**src/core/irq_bank_cfg.svh**
```systemverilog
// address map, field positions and reset values of the request and enable bank
`ifndef IRQ_BANK_CFG_SVH
`define IRQ_BANK_CFG_SVH
`define ADDR_ENABLE_0     12'h090
`define ADDR_ENABLE_1     12'h091
`define ADDR_ENABLE_2     12'h092
`define ADDR_ENABLE_3     12'h093
`define ADDR_ENABLE_4     12'h094
`define ADDR_REQUEST_4    12'h014
`define ADDR_MODE         12'h0a0
`define RESET_BYTE        8'h00
`define ENABLE_0_MASK     8'h31
`define BIT_CAPA          2
`define BIT_CAPB          3
`define BIT_TMR_OVF       4
`define BIT_TMR_GATE      5
`define BIT_WG_ONE        6
`define BIT_WG_TWO        7
`define MODE_A_LSB        0
`define MODE_B_LSB        2
`define MODE_CAPTURE      2'h0
`define MODE_COMPARE      2'h1
`define MODE_PWM          2'h2
`define MODE_NONE         2'h3
`define MODE_RESET        4'h0
`define HIST_RESET        2'h0
`define ENABLE_COUNT      5
`define OTHER_REQ_MASK    8'h03
`endif

```
**src/core/irq_bank_pkg.sv**
```systemverilog
// types shared by the request and enable bank
package irq_bank_pkg;
    typedef logic [7:0]  byte_t;
    typedef logic [11:0] addr_t;
    typedef logic [1:0]  capmode_t;
endpackage

```
**src/core/capunit_event_sel.sv**
```systemverilog
// selects the request event of one capture unit from its operating mode
`timescale 1ns/100ps
`include "irq_bank_cfg.svh"
module capunit_event_sel (
    input  wire logic                 clk_sys,      // system clock
    input  wire logic                 rst_n,        // synchronous reset, low
    input  wire irq_bank_pkg::capmode_t modeSel,    // capunit_operating_mode
    input  wire logic                 captureEvt,   // capture event pulse
    input  wire logic                 compareEvt,   // compare match pulse
    input  wire logic                 pwmOut,       // pwm output level
    output logic                      requestEvt    // one-cycle request
);
    logic pwmPrev_q;
    logic pwmPrev_d;

    always_comb begin
        pwmPrev_d = pwmOut;
        unique case (modeSel)
            `MODE_CAPTURE: requestEvt = captureEvt;
            `MODE_COMPARE: requestEvt = compareEvt;
            `MODE_PWM:     requestEvt = pwmPrev_q & ~pwmOut;
            `MODE_NONE:    requestEvt = 1'b0;
        endcase
    end

    always_ff @(posedge clk_sys) begin
        if (!rst_n) begin
            pwmPrev_q <= 1'b0;
        end else begin
            pwmPrev_q <= pwmPrev_d;
        end
    end
endmodule

```
**src/core/peripheral_irq_flag_bank.sv**
```systemverilog
// request flag and enable register bank of the peripheral interrupt group
`timescale 1ns/100ps
`include "irq_bank_cfg.svh"
module peripheral_irq_flag_bank (
    input  wire logic                 clk_sys,       // system clock, 40 MHz
    input  wire logic                 rst_n,         // synchronous reset, low
    input  wire irq_bank_pkg::addr_t  regAddr,       // register address
    input  wire irq_bank_pkg::byte_t  regWdata,      // write data
    input  wire logic                 regWr,         // write strobe
    input  wire logic                 regRd,         // read strobe
    output irq_bank_pkg::byte_t       regRdata,      // read data, next cycle
    input  wire logic                 capAEvtCap,    // unit a capture pulse
    input  wire logic                 capAEvtCmp,    // unit a compare pulse
    input  wire logic                 capAPwm,       // unit a pwm level
    input  wire logic                 capBEvtCap,    // unit b capture pulse
    input  wire logic                 capBEvtCmp,    // unit b compare pulse
    input  wire logic                 capBPwm,       // unit b pwm level
    input  wire logic                 timerOverflow, // timer five overflow pulse
    input  wire logic                 timerGateOff,  // timer five gate closed pulse
    input  wire logic                 wgOneShutdown, // generator one shutdown level
    input  wire logic                 wgTwoShutdown, // generator two shutdown level
    input  wire irq_bank_pkg::byte_t  otherRequests, // bits 1:0 requests of units 1,2
    output logic                      irqOut         // level interrupt
);
    irq_bank_pkg::byte_t enable_q [`ENABLE_COUNT];
    irq_bank_pkg::byte_t enable_d [`ENABLE_COUNT];
    irq_bank_pkg::byte_t request_q;
    irq_bank_pkg::byte_t request_d;
    irq_bank_pkg::byte_t rdata_q;
    irq_bank_pkg::byte_t rdata_d;
    logic [3:0]          mode_q;
    logic [3:0]          mode_d;
    logic [1:0]          wgPrev_q;
    logic [1:0]          wgPrev_d;
    logic                capAReq;
    logic                capBReq;
    irq_bank_pkg::byte_t setBits;

    function automatic logic isEnable(input irq_bank_pkg::addr_t a, input int idx);
        isEnable = (a == (`ADDR_ENABLE_0 + idx[11:0]));
    endfunction

    // true for every location that holds a register of this bank
    function automatic logic isMapped(input irq_bank_pkg::addr_t a);
        isMapped = (a == `ADDR_REQUEST_4) || (a == `ADDR_MODE);
        for (int i = 0; i < `ENABLE_COUNT; i++) begin
            isMapped = isMapped || isEnable(a, i);
        end
    endfunction

    capunit_event_sel capA (
        .clk_sys    (clk_sys),
        .rst_n      (rst_n),
        .modeSel    (mode_q[`MODE_A_LSB +: 2]),
        .captureEvt (capAEvtCap),
        .compareEvt (capAEvtCmp),
        .pwmOut     (capAPwm),
        .requestEvt (capAReq)
    );

    capunit_event_sel capB (
        .clk_sys    (clk_sys),
        .rst_n      (rst_n),
        .modeSel    (mode_q[`MODE_B_LSB +: 2]),
        .captureEvt (capBEvtCap),
        .compareEvt (capBEvtCmp),
        .pwmOut     (capBPwm),
        .requestEvt (capBReq)
    );

    always_comb begin
        setBits = otherRequests & `OTHER_REQ_MASK;
        setBits[`BIT_CAPA]     = capAReq;
        setBits[`BIT_CAPB]     = capBReq;
        setBits[`BIT_TMR_OVF]  = timerOverflow;
        setBits[`BIT_TMR_GATE] = timerGateOff;
        setBits[`BIT_WG_ONE]   = wgOneShutdown & ~wgPrev_q[0];
        setBits[`BIT_WG_TWO]   = wgTwoShutdown & ~wgPrev_q[1];
        wgPrev_d = {wgTwoShutdown, wgOneShutdown};
    end

    always_comb begin
        for (int i = 0; i < `ENABLE_COUNT; i++) begin
            enable_d[i] = enable_q[i];
            if (regWr && isEnable(regAddr, i)) begin
                enable_d[i] = regWdata;
            end
        end
        // enable 0 keeps only its three implemented bits
        enable_d[0] = enable_d[0] & `ENABLE_0_MASK;
    end

    always_comb begin
        mode_d = mode_q;
        if (regWr && regAddr == `ADDR_MODE) begin
            mode_d = regWdata[3:0];
        end
    end

    always_comb begin
        // write one clears, a set in the same cycle wins
        request_d = request_q;
        if (regWr && regAddr == `ADDR_REQUEST_4) begin
            request_d = request_q & ~regWdata;
        end
        request_d = request_d | setBits;
    end

    always_comb begin
        rdata_d = `RESET_BYTE;
        if (regRd) begin
            for (int i = 0; i < `ENABLE_COUNT; i++) begin
                if (isEnable(regAddr, i)) begin
                    rdata_d = enable_q[i];
                end
            end
            if (regAddr == `ADDR_REQUEST_4) begin
                rdata_d = request_q;
            end
            if (regAddr == `ADDR_MODE) begin
                rdata_d = {4'h0, mode_q};
            end
        end
    end

    always_ff @(posedge clk_sys) begin
        if (!rst_n) begin
            for (int i = 0; i < `ENABLE_COUNT; i++) begin
                enable_q[i] <= `RESET_BYTE;
            end
        end else begin
            enable_q <= enable_d;
        end
    end

    always_ff @(posedge clk_sys) begin
        if (!rst_n) begin
            request_q <= `RESET_BYTE;
        end else begin
            request_q <= request_d;
        end
    end

    always_ff @(posedge clk_sys) begin
        if (!rst_n) begin
            rdata_q <= `RESET_BYTE;
        end else begin
            rdata_q <= rdata_d;
        end
    end

    always_ff @(posedge clk_sys) begin
        if (!rst_n) begin
            mode_q <= `MODE_RESET;
        end else begin
            mode_q <= mode_d;
        end
    end

    always_ff @(posedge clk_sys) begin
        if (!rst_n) begin
            wgPrev_q <= `HIST_RESET;
        end else begin
            wgPrev_q <= wgPrev_d;
        end
    end

    assign regRdata = rdata_q;
    assign irqOut   = |(request_q & enable_q[4]);
endmodule

```
**config.mk**
```make
export PLATFORM = sky130hd
export DESIGN_NAME = peripheral_irq_flag_bank
export DESIGN_NICKNAME = d
export VERILOG_FILES = /design/src/core/irq_bank_pkg.sv /design/src/core/capunit_event_sel.sv /design/src/core/peripheral_irq_flag_bank.sv
export VERILOG_INCLUDE_DIRS = /design/src /design/src/core
export SDC_FILE = /design/constraint.sdc
export NUM_CORES = 1
export LEC_CHECK = 0
export BUFFER_PORTS_ARGS = -buffer_cell sky130_fd_sc_hd__buf_2
export CAP_MARGIN = 40
export CORE_ASPECT_RATIO = 1.1
export CORE_MARGIN = 3
export CORE_UTILIZATION = 55
export DETAILED_ROUTE_END_ITERATION = 10
export PLACE_DENSITY = 0.79
export SKIP_CTS_REPAIR_TIMING = 1
export SLEW_MARGIN = 25
export SYNTH_ARGS = -nofsm -noshare
export SYNTH_HDL_FRONTEND = slang
export SYNTH_SLANG_ARGS = --single-unit
export TNS_END_PERCENT = 30
```
**constraint.sdc**
```tcl
create_clock -name clk_sys -period 2.25 [get_ports clk_sys]
set_input_delay 0.225 -clock clk_sys [delete_from_list [all_inputs] [get_ports clk_sys]]
set_output_delay 0.225 -clock clk_sys [all_outputs]
set_load 0.02 [all_outputs]
```
---- Word level (Yosys, flattened, before mapping) ----
Index checks and enable logic that the tools add are counted.
operators by class
  equal/unequal tests ..................... 13
  mux-type cells .......................... 10
  bitwise gates (word level) .............. 14
  reductions and logical operators ........ 12
operator list
  cell                                                   count
  equality test 12 x 8 -> 1 bit (second input constant)  6
  2-to-1 mux 8 bit                                       6
  bitwise AND 8 bit                                      2
  equality test 12 x 5 -> 1 bit (second input constant)  1
  equality test 2 bit (second input constant)            4
  NOT 8 bit                                              1
  bitwise OR 8 bit                                       1
  case mux 1 bit (4 select lines)                        2
  OR reduction 8 bit                                     1
  logical AND 1 bit                                      7
  2-to-1 mux 6 bit                                       1
  NOT 1 bit                                              6
  bitwise AND 1 bit                                      4
  equality test 2 x 1 -> 1 bit (second input constant)   2
  logical NOT 2 bit                                      2
  2-to-1 mux 4 bit                                       1
  OR reduction 3 bit                                     1
  AND reduction 2 bit                                    1
word-level totals
  bits in registers ....................... 59
  output and inout bits ................... 9
  word-level logic and storage cells ...... 61

---- Logic depth before layout (Yosys ltp) ----
  depth in word-level cells ............... 8
  gate-level depth with buffers ........... 7
  mapped depth without buffers ............ 5

---- Hierarchy ----
A second synthesis with hierarchy kept.
unflattened totals
  cells, all modules ...................... 309
  area, all modules ....................... 2711.4 um^2
by module, submodules not included
  module                    instances  cells an instance  area each (um^2)
  peripheral_irq_flag_bank  1          295                2598.7
  capunit_event_sel         2          7                  56.3

---- Least setup slack after synthesis ----
OpenSTA, ideal clock, no wires.
  kind .................................... input -> register
  start ................................... input regAddr[6]
  end ..................................... register request_q[2]
  setup time .............................. 0.121 ns
  arrival time ............................ 1.650 ns
  slack ................................... 0.478 ns
  cell stages on the path ................. 6
  buffers on the path ..................... 1
  path through ............................ or3_4 -> or3_4 -> or3_1 -> buf_2 -> o21ai_1 -> a21boi_1
between the ends
  word-level cells in the longest chain between the ends .. 4
ends and longest elaborated chain
  item                                     line                             RTL
  from (decl)                              peripheral_irq_flag_bank.sv:7    input wire irq_bank_pkg::addr_t regAddr,
  equality test 12 x 5 -> 1 bit (no line)  -
  logical AND 1 bit (no line)              -
  2-to-1 mux 8 bit                         peripheral_irq_flag_bank.sv:103  if (regWr && regAddr == `ADDR_REQUEST_4) begin
  bitwise OR 8 bit                         peripheral_irq_flag_bank.sv:106  request_d = request_d | setBits;
  to (signal assigned)                     peripheral_irq_flag_bank.sv:138  request_q <= `RESET_BYTE;
  to (signal assigned)                     peripheral_irq_flag_bank.sv:140  request_q <= request_d;
  to (decl)                                peripheral_irq_flag_bank.sv:27   irq_bank_pkg::byte_t request_q;
Every way passes these cells.
A chain may end at the register's enable or synchronous reset.

---- Worst setup path after layout ----
  start ................................... input regAddr[6]
  end ..................................... register request_q[3]
The elaborated chain is that of the path after synthesis.

==> run_results.csv <==
group,metric,value,unit
outcome,status,"completed",
clock_tree,clock_latency,340,ps
die,start_util,58.6,%
timing,relSlewSlack,62.5,%
yosys,synth_edf_count,0,
cells_and_area,area_growth,15.8,%
yosys,ys_async_sr_fraction,0,%
timing,rsz0062_at_grt,"no",
timing,skew,5.13,ps
global_routing,grt_util_all_layers,25.1,%
routing,drtPass1Iterations,5,
yosys,ys.flop_type,"dfxtp_1",
flow_run,drv_cap,0,
timing,final_max_slew_viol_count,0,
clock_tree,clk_pin_slew,60,ps
global_routing,grt_overflow,0,
clock_tree,cts_buffers,9,
clock_tree,root_buffer,"clkbuf_8",
die,core_area,4780,um^2
yosys,syn_inst,319,
die,dieWidth,74.1,um
power,ir_drop,0.000401,V
yosys,yosys_register_bits,59,
placed_design,dp_cells,406,
cells_and_area,fin_cells,421,
die,num_rows,26,
worst_hold_path,holdPathStages,2,
cells_and_area,fin_nets,403,
timing,period_share,74.5,%
placed_design,globalplace.congestion,0.895,
cells_and_area,n_antenna_cell,0,
global_routing,grt_first_pass_wirelength,11400,um
clock_tree,cts.htree.levels,3,
global_routing,grt_pass1_vias,2380,
yosys,ys_types,43,
clock_tree,cts_tree,"built",
cells_and_area,final_layout_size_suffix_gt1_share,18.9,%
yosys,syn_nets,361,
timing,fmax,596,MHz
yosys,syn_area,2800,um^2
setup_path,crit_path_start_kind,"input pin",
routing,routed_via_density,5.96,
cells_and_area,final_core_util,67.8,%
setup_path,cp-end-kind,"register",
die,die_y,80.9,um
clock_tree,cts_max_path_buffers,2,
timing,setup_viol,0,
routing,ant_nets,0,
placed_design,port-buffer-count,44,
yosys,yosysWarningCount,0,
global_routing,antenna_found_initial,0,
routing,totalWireLength,7000,um
setup_path,rr_worst_depth,4,
yosys,syn_area_per_cell,8.79,um^2
routing,post_drt_wl_per_cell,16.6,um
timing,worstMarginPinSlew,554,ps
worst_hold_path,hp-class,"input pin to register",
setup_path,crit_type,"input pin to register",
placed_design,dp_hpwl,5050,um
routing,drc,0,
timing,whs,105,ps
timing,final-hold-violation-count,0,
power,leakagePower,1.35,nW
power,power_density,650,nW/um^2
timing,setup_tns,0,ps
setup_path,crit_required,2470,ps
die,die-area,5990,um^2
yosys,yosysSeqAreaShare,42.1,%
clock_tree,cts.sinks,59,
routing,drt_iter0_drc,223,
die,io_pins,51,
routing,vias,2508,
timing,finalCriticalPeriod,1680,ps
setup_path,crit_fanout,8,
global_routing,grt_max_degree,46,
setup_path,critPathArrivalTime,1890,ps
synth_stat cells (all sizes together), types with 8 or more instances:
library cell	n	area, um^2
o21ai	12	60.1
nand2	46	173
dfxtp	59	1180
nor3	9	45.0
a21boi	20	150
clkbuf	14	52.6
inv	8	30.0
mux2i	28	280
a31oi	8	50.1
nor2	13	48.8
nor2b	29	181
final cells by class:
type,count,area (um^2)
well taps,56,70.1
repair buffers,48,263
flip-flops and latches,59,1180
multi-input cells,235,1520
clock buffers,13,169
fillers,400,1540
clock inverters,2,10.0
inverters,8,30.0
per-stage QoR:
stage          instance area, um^2  setup slack, ps  total power [W]
3_3_place_gp                  3070              285          0.00125
3_5_place_dp                  3070              238          0.00125
2_1_floorplan                 2800              478          0.00118
6_report                      3240              573          0.00211
4_1_cts                       3240              584          0.00211
5_1_grt                       3240              510          0.00218
worst paths after layout:
| check | from | endpoint | slack, ps |
|---|---|---|---|
| hold reg to reg | enable_q[10]$_SDFFE_PN0P_ | enable_q[10]$_SDFFE_PN0P_ | 450 |
| setup / recovery | regAddr[6] | request_q[3]$_SDFF_PN0_ | 570 |
| setup reg to reg | enable_q[29]$_SDFFE_PN0P_ | regRdata[5]$_SDFF_PP0_ | 1070 |
| hold / removal | wgTwoShutdown | wgPrev_q[1]$_SDFF_PN0_ | 110 |
worst max-delay path: stages:
cell and delay [ps]:
buf_2 100, or3_4 390, or3_4 370, or3_1 530, o21ai_1 190, a21boi_1 80
state kept, by name, indices dropped and copies added, names as in the netlist:
name            count
capA.pwmPrev_q      1
wgPrev_q            2
mode_q              4
capB.pwmPrev_q      1
request_q           8
enable_q           35
regRdata            8
routing by layer:
layer  part of all wire [%]  global-route usage [%]  vias to the layer above  wire length (um)
li1                       -                       -                     1213                 -
met1                     45                    32.9                     1175              3120
met2                     46                    37.9                       88              3190
met3                    5.8                    5.07                       32               408
met4                    4.0                    14.5                        0               278
met5                      0                       0                        -                 0
power by group:
part | internal (W) | switching, W
clock | 0.000480 | 0.000396
sequential | 0.00106 | 0.00000989
combinational | 0.0000658 | 0.0000977
total | 0.00160 | 0.000503
placed cells by master, fill, tap and decap left out, drive strengths merged:
master,Yosys,layout
a32oi,3,3
clkinv,0,2
dfxtp,59,59
a21boi,20,20
nand4b,1,1
o21ai,12,12
or2,1,1
o211ai,2,2
buf,3,48
or3,3,3
nand3,7,7
nor4b,2,2
and4,1,1
nor2,13,13
clkbuf,14,13
nand2b,7,7
nor4bb,1,1
nor3b,1,1
o2bb2ai,2,2
o32ai,1,1
and2,5,5
inv,8,8
o2111ai,1,1
a21oi,6,6
nor4,1,1
nand4,3,3
a22o,2,2
mux2i,28,28
a311oi,2,2
o22ai,5,5
nand3b,3,3
nor3,9,9
nor2b,29,29
a22oi,6,6
nand2,46,46
and3,3,3
a31oi,8,8
a211o,1,1
kinds of logic (layout without fill, tap and decap cells):
kind of cell | count (synthesis) | count (layout) | synth area share (%)
buffers and inverters | 25 | 71 | 3.57
DFF | 59 | 59 | 42.1
muxes | 28 | 28 | 10.0
AOI/OAI and AO/OA | 71 | 71 | 17.4
and+or+nand+nor | 136 | 136 | 26.9
Power figures use the tool's default switching activity.
